==> config.mk <==
export PLATFORM = sky130hd
export DESIGN_NAME = otpp_top
export DESIGN_NICKNAME = d
export VERILOG_FILES = /design/src/hw/otpp_pkg.sv /design/src/hw/otpp_top.sv
export VERILOG_INCLUDE_DIRS = /design/src /design/src/hw
export SDC_FILE = /design/constraint.sdc
export NUM_CORES = 1
export LEC_CHECK = 0
export ABC_AREA = 1
export BUFFER_PORTS_ARGS = -buffer_cell sky130_fd_sc_hd__buf_4
export CAP_MARGIN = 5
export CORE_UTILIZATION = 40
export CTS_BUF_LIST = sky130_fd_sc_hd__clkbuf_16
export DETAILED_ROUTE_END_ITERATION = 7
export SYNTH_ARGS = -nofsm -noshare
export SYNTH_HDL_FRONTEND = slang
export SYNTH_SLANG_ARGS = --single-unit
export TNS_END_PERCENT = 5
==> constraint.sdc <==
create_clock -name clk -period 4.6 [get_ports clk]
set_clock_uncertainty 0.15 [all_clocks]
set_input_delay 0.23 -clock clk [delete_from_list [all_inputs] [get_ports clk]]
set_output_delay 0.23 -clock clk [all_outputs]
set_load 0.02 [all_outputs]
==> src/hw/otpp_defs.svh <==
`ifndef OTPP_DEFS_SVH
`define OTPP_DEFS_SVH

// Clock rate and pulse timing
`define OTPP_CLK_MHZ 100
`define OTPP_T_ACTIVE_US 20
`define OTPP_T_LOW_US 20
`define OTPP_T_BLOW_US 90
`define OTPP_ACTIVE_CYC (`OTPP_T_ACTIVE_US * `OTPP_CLK_MHZ)
`define OTPP_LOW_CYC (`OTPP_T_LOW_US * `OTPP_CLK_MHZ)
`define OTPP_BLOW_CYC (`OTPP_T_BLOW_US * `OTPP_CLK_MHZ)
`define OTPP_CNT_W 16

// Mode keys
`define OTPP_KEY_BLOW 3'h1
`define OTPP_KEY_TRY 3'h2
`define OTPP_KEY_READ 3'h3

// Parameter keys
`define OTPP_KEY_GAIN 3'h1
`define OTPP_KEY_ZERO 3'h2
`define OTPP_KEY_TC 3'h3
`define OTPP_KEY_MARGIN 3'h4

// Field layout
`define OTPP_FIELD_W 9
`define OTPP_NUM_REGS 4
`define OTPP_LOCK_BIT 3
`define OTPP_IDX_GAIN 2'h0
`define OTPP_IDX_ZERO 2'h1
`define OTPP_IDX_TC 2'h2
`define OTPP_IDX_MARGIN 2'h3

// Synchronised input bit positions
`define OTPP_IN_MID 0
`define OTPP_IN_HIGH 1
`define OTPP_IN_SUP 2

`endif

==> src/hw/otpp_pkg.sv <==
package otpp_pkg;

    typedef enum logic [4:0] {
        OTPP_IDLE = 5'h01,
        OTPP_MKEY = 5'h02,
        OTPP_PKEY = 5'h04,
        OTPP_FIELD = 5'h08,
        OTPP_DONE = 5'h10
    } otpp_state_type;

    typedef enum logic [1:0] {
        OTPP_MODE_NONE = 2'h0,
        OTPP_MODE_BLOW = 2'h1,
        OTPP_MODE_TRY = 2'h2,
        OTPP_MODE_READ = 2'h3
    } otpp_mode_type;

    typedef enum logic [1:0] {
        OTPP_SYM_LOW = 2'h0,
        OTPP_SYM_MID = 2'h1,
        OTPP_SYM_HIGH = 2'h2
    } otpp_sym_type;

endpackage : otpp_pkg

==> src/hw/otpp_top.sv <==
`include "otpp_defs.svh"
`timescale 1ns/1ns
`default_nettype none

module otpp_top import otpp_pkg::*; #(
    parameter int FW = `OTPP_FIELD_W,
    parameter int ACT_CYC = `OTPP_ACTIVE_CYC,
    parameter int LOW_CYC = `OTPP_LOW_CYC,
    parameter int BLOW_CYC = `OTPP_BLOW_CYC
) (
    input wire logic clk,
    input wire logic nrst,
    input wire logic pin_above_middle,
    input wire logic pin_above_top,
    input wire logic supply_ok,
    input wire logic [`OTPP_NUM_REGS*FW-1:0] fuse_state,
    output logic [FW-1:0] gain_code_q,
    output logic [FW-1:0] zero_code_q,
    output logic [FW-1:0] margin_code_q,
    output logic fuse_blow_q,
    output logic [1:0] fuse_reg_q,
    output logic [FW-1:0] fuse_mask_q,
    output logic [FW-1:0] read_data_q,
    output logic read_valid_q,
    output logic [1:0] mode_q,
    output logic locked_q
);

    localparam logic [`OTPP_CNT_W-1:0] ACT_CNT = `OTPP_CNT_W'(ACT_CYC);
    localparam logic [`OTPP_CNT_W-1:0] LOW_CNT = `OTPP_CNT_W'(LOW_CYC);
    localparam logic [`OTPP_CNT_W-1:0] BLOW_CNT = `OTPP_CNT_W'(BLOW_CYC);
    localparam logic [FW-1:0] CODE_MAX = {FW{1'b1}};
    localparam logic [FW-1:0] CODE_ONE = FW'(1);

    // Input synchronisers with agreement filter
    logic [2:0] in_s0_q, in_s1_q, in_s2_q, in_q;
    logic [2:0] in_d;

    always_comb begin
        for (int i = 0; i < 3; i++) begin
            in_d[i] = (in_s1_q[i] == in_s2_q[i]) ? in_s2_q[i] : in_q[i];
        end
    end

    always_ff @(posedge clk or negedge nrst) begin
        if (!nrst) begin
            in_s0_q <= 3'h0;
            in_s1_q <= 3'h0;
            in_s2_q <= 3'h0;
            in_q <= 3'h0;
        end else begin
            in_s0_q <= {supply_ok, pin_above_top, pin_above_middle};
            in_s1_q <= in_s0_q;
            in_s2_q <= in_s1_q;
            in_q <= in_d;
        end
    end

    // Core state
    otpp_state_type st_q, st_d;
    otpp_mode_type md_q, md_d;
    otpp_sym_type lvl, prev_q, prev_d;
    logic [`OTPP_CNT_W-1:0] dur_q, dur_d, gap_q, gap_d;
    logic pk_q, pk_d;
    logic [2:0] key_q, key_d;
    logic [1:0] sel_q, sel_d;
    logic [FW-1:0] shift_q, shift_d;
    logic [FW-1:0] try_q [`OTPP_NUM_REGS];
    logic [FW-1:0] try_d [`OTPP_NUM_REGS];
    logic [`OTPP_NUM_REGS-1:0] tact_q, tact_d;
    logic [FW-1:0] fuse_f [`OTPP_NUM_REGS];
    logic [FW-1:0] gain_d, zero_d, margin_d, rdat_d;
    logic blow_d, rval_d, lock_d;
    logic p_start, p_end, p_ok, p_bad, ok_mid, ok_high, aborted;

    always_comb begin
        for (int r = 0; r < `OTPP_NUM_REGS; r++) begin
            fuse_f[r] = fuse_state[r*FW +: FW];
        end
    end

    always_comb begin
        // Level decode, top wins over middle
        if (in_q[`OTPP_IN_HIGH]) lvl = OTPP_SYM_HIGH;
        else if (in_q[`OTPP_IN_MID]) lvl = OTPP_SYM_MID;
        else lvl = OTPP_SYM_LOW;
        prev_d = lvl;
        p_start = (prev_q == OTPP_SYM_LOW) && (lvl != OTPP_SYM_LOW);
        p_end = (prev_q != OTPP_SYM_LOW) && (lvl == OTPP_SYM_LOW);
        p_ok = p_end && (dur_q >= ACT_CNT);
        p_bad = (p_end && !p_ok) || (p_start && (gap_q < LOW_CNT));
        ok_mid = p_ok && !pk_q;
        ok_high = p_ok && pk_q;
        aborted = !in_q[`OTPP_IN_SUP] || (p_bad && st_q != OTPP_IDLE);
        lock_d = fuse_f[`OTPP_IDX_MARGIN][`OTPP_LOCK_BIT];
        if (lvl != OTPP_SYM_LOW) begin
            dur_d = (dur_q == '1) ? dur_q : dur_q + 1'b1;
            pk_d = pk_q | (lvl == OTPP_SYM_HIGH);
            gap_d = '0;
        end else begin
            dur_d = '0;
            pk_d = 1'b0;
            gap_d = (gap_q == '1) ? gap_q : gap_q + 1'b1;
        end
        st_d = st_q;
        md_d = md_q;
        key_d = key_q;
        sel_d = sel_q;
        shift_d = shift_q;
        try_d = try_q;
        tact_d = tact_q;
        unique case (st_q)
            OTPP_IDLE: begin
                if (ok_high) begin
                    st_d = OTPP_MKEY;
                    key_d = 3'h0;
                end
            end
            OTPP_MKEY: begin
                if (ok_mid && key_q != 3'h7) key_d = key_q + 3'h1;
                if (ok_high) begin
                    st_d = OTPP_PKEY;
                    key_d = 3'h0;
                    if (key_q == `OTPP_KEY_BLOW && !lock_d) md_d = OTPP_MODE_BLOW;
                    else if (key_q == `OTPP_KEY_TRY && !lock_d) md_d = OTPP_MODE_TRY;
                    else if (key_q == `OTPP_KEY_READ) md_d = OTPP_MODE_READ;
                    else begin
                        st_d = OTPP_IDLE;
                        md_d = OTPP_MODE_NONE;
                    end
                end
            end
            OTPP_PKEY: begin
                if (ok_mid && key_q != 3'h7) key_d = key_q + 3'h1;
                if (ok_high) begin
                    if (key_q >= `OTPP_KEY_GAIN && key_q <= `OTPP_KEY_MARGIN &&
                        (key_q != `OTPP_KEY_TC || md_q == OTPP_MODE_READ)) begin
                        st_d = OTPP_FIELD;
                        sel_d = 2'(key_q - 3'h1);
                        shift_d = CODE_ONE;
                    end else begin
                        st_d = OTPP_IDLE;
                        md_d = OTPP_MODE_NONE;
                    end
                end
            end
            OTPP_FIELD: begin
                if (ok_mid && md_q == OTPP_MODE_TRY) begin
                    tact_d[sel_q] = 1'b1;
                    if (try_q[sel_q] != CODE_MAX) try_d[sel_q] = try_q[sel_q] + CODE_ONE;
                end
                if (ok_mid && md_q == OTPP_MODE_BLOW && !shift_q[FW-1]) shift_d = shift_q << 1;
                if (ok_high) begin
                    if (md_q == OTPP_MODE_BLOW) begin
                        st_d = (dur_q >= BLOW_CNT) ? OTPP_DONE : OTPP_IDLE;
                        if (dur_q < BLOW_CNT) md_d = OTPP_MODE_NONE;
                    end else begin
                        st_d = OTPP_PKEY;
                        key_d = 3'h0;
                    end
                end
            end
            OTPP_DONE: begin
                st_d = OTPP_DONE;
            end
        endcase
        if (aborted) begin
            st_d = OTPP_IDLE;
            md_d = OTPP_MODE_NONE;
            key_d = 3'h0;
        end
        blow_d = !aborted && st_q == OTPP_FIELD && md_q == OTPP_MODE_BLOW && !lock_d &&
                 lvl == OTPP_SYM_HIGH && pk_q && dur_q >= BLOW_CNT;
        rval_d = st_q == OTPP_FIELD && md_q == OTPP_MODE_READ && !aborted;
        rdat_d = rval_d ? fuse_f[sel_q] : '0;
        // Parameter follows the addressed code
        gain_d = tact_q[`OTPP_IDX_GAIN] ? try_q[`OTPP_IDX_GAIN] : fuse_f[`OTPP_IDX_GAIN];
        zero_d = tact_q[`OTPP_IDX_ZERO] ? try_q[`OTPP_IDX_ZERO] : fuse_f[`OTPP_IDX_ZERO];
        margin_d = tact_q[`OTPP_IDX_MARGIN] ? try_q[`OTPP_IDX_MARGIN] : fuse_f[`OTPP_IDX_MARGIN];
        if (st_q == OTPP_FIELD && md_q == OTPP_MODE_BLOW) begin
            if (sel_q == `OTPP_IDX_GAIN) gain_d = fuse_f[`OTPP_IDX_GAIN] | shift_q;
            if (sel_q == `OTPP_IDX_ZERO) zero_d = fuse_f[`OTPP_IDX_ZERO] | shift_q;
            if (sel_q == `OTPP_IDX_MARGIN) margin_d = fuse_f[`OTPP_IDX_MARGIN] | shift_q;
        end
    end

    always_ff @(posedge clk or negedge nrst) begin
        if (!nrst) begin
            st_q <= OTPP_IDLE;
            md_q <= OTPP_MODE_NONE;
            prev_q <= OTPP_SYM_LOW;
            dur_q <= '0;
            gap_q <= '1;
            pk_q <= 1'b0;
            key_q <= 3'h0;
            sel_q <= 2'h0;
            shift_q <= CODE_ONE;
            tact_q <= '0;
            for (int r = 0; r < `OTPP_NUM_REGS; r++) try_q[r] <= '0;
            gain_code_q <= '0;
            zero_code_q <= '0;
            margin_code_q <= '0;
            fuse_blow_q <= 1'b0;
            fuse_reg_q <= 2'h0;
            fuse_mask_q <= '0;
            read_data_q <= '0;
            read_valid_q <= 1'b0;
            mode_q <= 2'h0;
            locked_q <= 1'b0;
        end else begin
            st_q <= st_d;
            md_q <= md_d;
            prev_q <= prev_d;
            dur_q <= dur_d;
            gap_q <= gap_d;
            pk_q <= pk_d;
            key_q <= key_d;
            sel_q <= sel_d;
            shift_q <= shift_d;
            tact_q <= tact_d;
            try_q <= try_d;
            gain_code_q <= gain_d;
            zero_code_q <= zero_d;
            margin_code_q <= margin_d;
            fuse_blow_q <= blow_d;
            fuse_reg_q <= sel_q;
            fuse_mask_q <= blow_d ? shift_q : '0;
            read_data_q <= rdat_d;
            read_valid_q <= rval_d;
            mode_q <= md_d;
            locked_q <= lock_d;
        end
    end
endmodule : otpp_top

`default_nettype wire

==> results.toml <==
[status]
status = "finished, final reports clean"

[clock_network]
path_clk_slew_ps = 70
cts_inserted_buffers = 17
htreeDepth = 4
clk_latency_ps = 430
cts_tree = "built"
cts_buffer_depth = 2
post_cts_buffers = 0
clock_sinks = 157
cts_resized = 0
root_buffer = "clkbuf_16"

[routing]
vias = 6831
initialDrtViolationCount = 607
firstDrtPassIters = 5
ant_nets = 0
routed_wl_um = 22300
wl_per_cell_um = 16.6
drc = 0
vias_per_cell = 5.09

[setup_path]
rr_endpoint = "try_q[17]"
critical_path.endpoint_type = "flip-flop"
path_cells = "nor2_4 > inv_4 > o22ai_1 > inv_1 > nand2_4 > ha_1 > a21boi_2 > nand2_1 > nor3_1 > ha_1 > nor2_4 > nand2_2 > clkinv_1 > nand2_1 > o21ai_0"
reg2reg_depth = 15
r2r_start = "sel_q[0]"
worstPathRequired_ps = 4760
crit_path_top_delay_cell = "dfrtp_1"
worstSetupStartpointType = "flip-flop"
crit_path_end = "try_q[17]"
cp_max_fo = 18
critical_path.max_stage_delay_ps = 510
r2r_slack_ps = 1330
cp_data_arrival_time_ps = 3420
worstSetupPathType = "reg2reg"
critPathLaunch = "sel_q[0]"

[global_routing]
antenna_found_initial = 0
grt-ovfl-total = 0
grt_pass1_wl_um = 35800
first_global_vias = 6593
track_usage = 0.235
grt_max_degree = 83

[power]
switching_share = 0.270
totalPowerFinal_mw = 3.18
ir_worst_vdd_v = 0.000244
pwr-share-comb = 0.101
powerDensity_nw_per_um2 = 326
seq_power_share = 0.462
p_sw_uw = 858
p_clk_frac = 0.438
power.internal_mw = 2.32
p_leak_nw = 4.53

[synthesis]
synth_seq_cells = 157
yosysWarnings = 0
yosys-mux-area-fraction = 0.00128
synth_compound_area_frac = 0.131
synthCells = 930
yosysSeqAreaShare = 0.506
synth_edf_count = 0
netlist-cell-type-count = 53
syn_avg_cell_area_um2 = 8.40
synth_area_leaders = "dfrtp_1 45%, nand2_1 11%, dfstp_2 6.1%"
yosysTopAreaCellShare = 0.445
synthArstFlopShare = 1.00
synth_top_cell_by_area = "dfrtp_1"
synthAdderAreaFrac = 0.0215
synth_top_flop_cell = "dfrtp_1"
synthSimpleGateAreaFrac = 0.264
synth_top_family_by_area = "simple AND/OR/NAND/NOR gates"
netlist_area_um2 = 7810
synth_xor_area_frac = 0.00544
synth_nets = 982

[floorplanning]
die-area_um2 = 20100
start_util = 0.412
die_h_um = 142
fp.dieW_um = 142
ioPinCount = 93
coreArea_um2 = 19000
fp-row-count = 50

[timing]
setup_viol = 0
hold_viol_final = 0
rsz0062_at_grt = "no"
fin_crit_sh = 0.710
slew_viol_final = 0
whs_ps = 66.0
finalSetupTns_ps = 0
layout_setup_ws_ps = 1330
clock.fmax_mhz = 306
finalCriticalPeriod_ps = 3270
slew_headroom = 0.504
worst_pin_slew_ps = 743

[placed_design]
io_buffer_count = 92
dp_hpwl_um = 16100
dpl_worst_slack_ps = 1400
gp_congestion = 0.953

[flow_run]
max-cap-violations = 0

[cells_and_area]
area.growth.synth_to_final_pct = 24.8
drive_gt1_frac = 0.187
antenna_cells = 0
fillers = 1778
fin_nets = 1121
fin_util = 0.515

[worst_hold_path]
hold_class = "in2reg"
==> cell usage in the layout, fill, tap and decap left out, types with 4 or more instances in the layout <==
| cell type | count |
|---|---|
| a21oi_1 | 31 |
| a22oi_1 | 13 |
| a22oi_2 | 5 |
| a31oi_1 | 16 |
| buf_4 | 94 |
| clkbuf_16 | 17 |
| dfrtp_1 | 139 |
| dfstp_2 | 18 |
| dlygate4sd3_1 | 42 |
| ha_1 | 11 |
| inv_1 | 109 |
| inv_2 | 6 |
| inv_6 | 5 |
| inv_8 | 4 |
| nand2_1 | 234 |
| nand2_2 | 12 |
| nand2_4 | 5 |
| nand3_1 | 43 |
| nand4_1 | 16 |
| nor2_1 | 76 |
| nor2_2 | 4 |
| nor3_1 | 39 |
| o21ai_0 | 62 |
| o21ai_1 | 14 |
| o221ai_1 | 6 |
| o22ai_1 | 4 |
| or2_2 | 4 |
==> metal layers <==
layer | track usage | wire (um)
met5 | 0 | 0
met4 | 0.0656 | 255
met3 | 0.0452 | 1220
met2 | 0.358 | 10200
met1 | 0.341 | 10700
==> state kept, by name, indices dropped and copies added (netlist names), 2 cells and up, named ones only <==
name           cells
in_s0_q            3
md_q               2
st_q               5
margin_code_q      9
gap_q             16
in_s1_q            3
fuse_reg_q         2
try_q             36
in_s2_q            3
in_q               3
fuse_mask_q        9
shift_q            9
read_data_q        9
tact_q             3
gain_code_q        9
key_q              3
prev_q             2
dur_q             16
zero_code_q        9
sel_q              2
==> synthesized netlist by cell type (2+ instances only) <==
cell type	instances
a21oi_1	31
a22oi_1	13
a22oi_2	5
a31oi_1	16
buf_2	2
buf_4	3
buf_6	3
clkbuf_1	9
dfrtp_1	139
dfstp_2	18
ha_1	11
inv_1	109
inv_2	6
inv_4	3
maj3_1	3
nand2_1	234
nand2_2	12
nand2_4	5
nand3_1	43
nand3_2	2
nand4_1	16
nor2_1	76
nor2_2	4
nor2_4	3
nor2_8	3
nor3_1	39
nor4_1	3
o211a_1	3
o211ai_1	3
o21ai_0	62
o21ai_1	14
o21ai_2	2
o221ai_1	6
o22ai_1	4
o31ai_1	2
or2_2	4
xor2_1	3
==> cell type report <==
| type | instances | area [um^2] | share of cell area |
|---|---|---|---|
| clock inverter | 15 | 151 | 0.0155 |
| sequential | 157 | 3950 | 0.405 |
| tap | 260 | 325 | 0.0334 |
| multi-input combinational | 636 | 3300 | 0.339 |
| clock buffer | 17 | 425 | 0.0436 |
| inverter | 120 | 459 | 0.0471 |
| timing repair buffer | 137 | 1140 | 0.117 |
==> kinds of logic (layout without fill, tap and decap cells) <==
group           after synthesis  in the layout
xor+xnor                      4              4
compound gates              168            168
simple gates                449            449
flops                       157            157
mux                           1              1
fa+ha+maj                    14             14
buf+inv                     137            289
==> critical path: cells and delay by family, from the launching register on <==
kind	cells	cell delay, ps
flip-flops	1	510
buffers and inverters	3	440
AO/OA/AOI/OAI	3	440
AND/OR/NAND/NOR	7	1210
adder cells (fa/ha/maj)	2	400
==> repair_timing <==
action	4_1_cts	5_1_grt
hold buffers	42	0
setup endpoints to repair	0	0
hold endpoints to repair	103	0
==> how the worst min path moves through the flow <==
| stage | start | to | slack, ps | cells after the start |
|---|---|---|---|---|
| after floorplan | nrst | asynchronous set/reset pin | -220 | 0 |
| after global placement | nrst | locked_q | 180 | 1 |
| after detailed placement | nrst | dur_q[0] | 170 | 1 |
| after CTS | fuse_state[9] | zero_code_q[0] | 30 | 3 |
| after global routing | fuse_state[11] | zero_code_q[2] | 30 | 3 |
| final | fuse_state[15] | zero_code_q[6] | 70 | 3 |
==> per-stage QoR <==
stage | area, um^2 | std cells
finish | 9750 | 1342
global route | 9750 | 1342
CTS | 9750 | 1342
detailed placement | 8760 | 1268
global placement | 8760 | 1268
floorplan | 7820 | 930
==> power groups by stage <==
stage / registers (mW) / logic [mW] / clock network [mW]
4_1_cts: 1.47 / 0.320 / 1.42
3_3_place_gp: 1.49 / 0.295 / 0
3_5_place_dp: 1.49 / 0.295 / 0
5_1_grt: 1.47 / 0.361 / 1.48
6_report: 1.47 / 0.319 / 1.39
2_1_floorplan: 1.50 / 0.150 / 0
No activity file was read; power rests on OpenSTA's default activity.
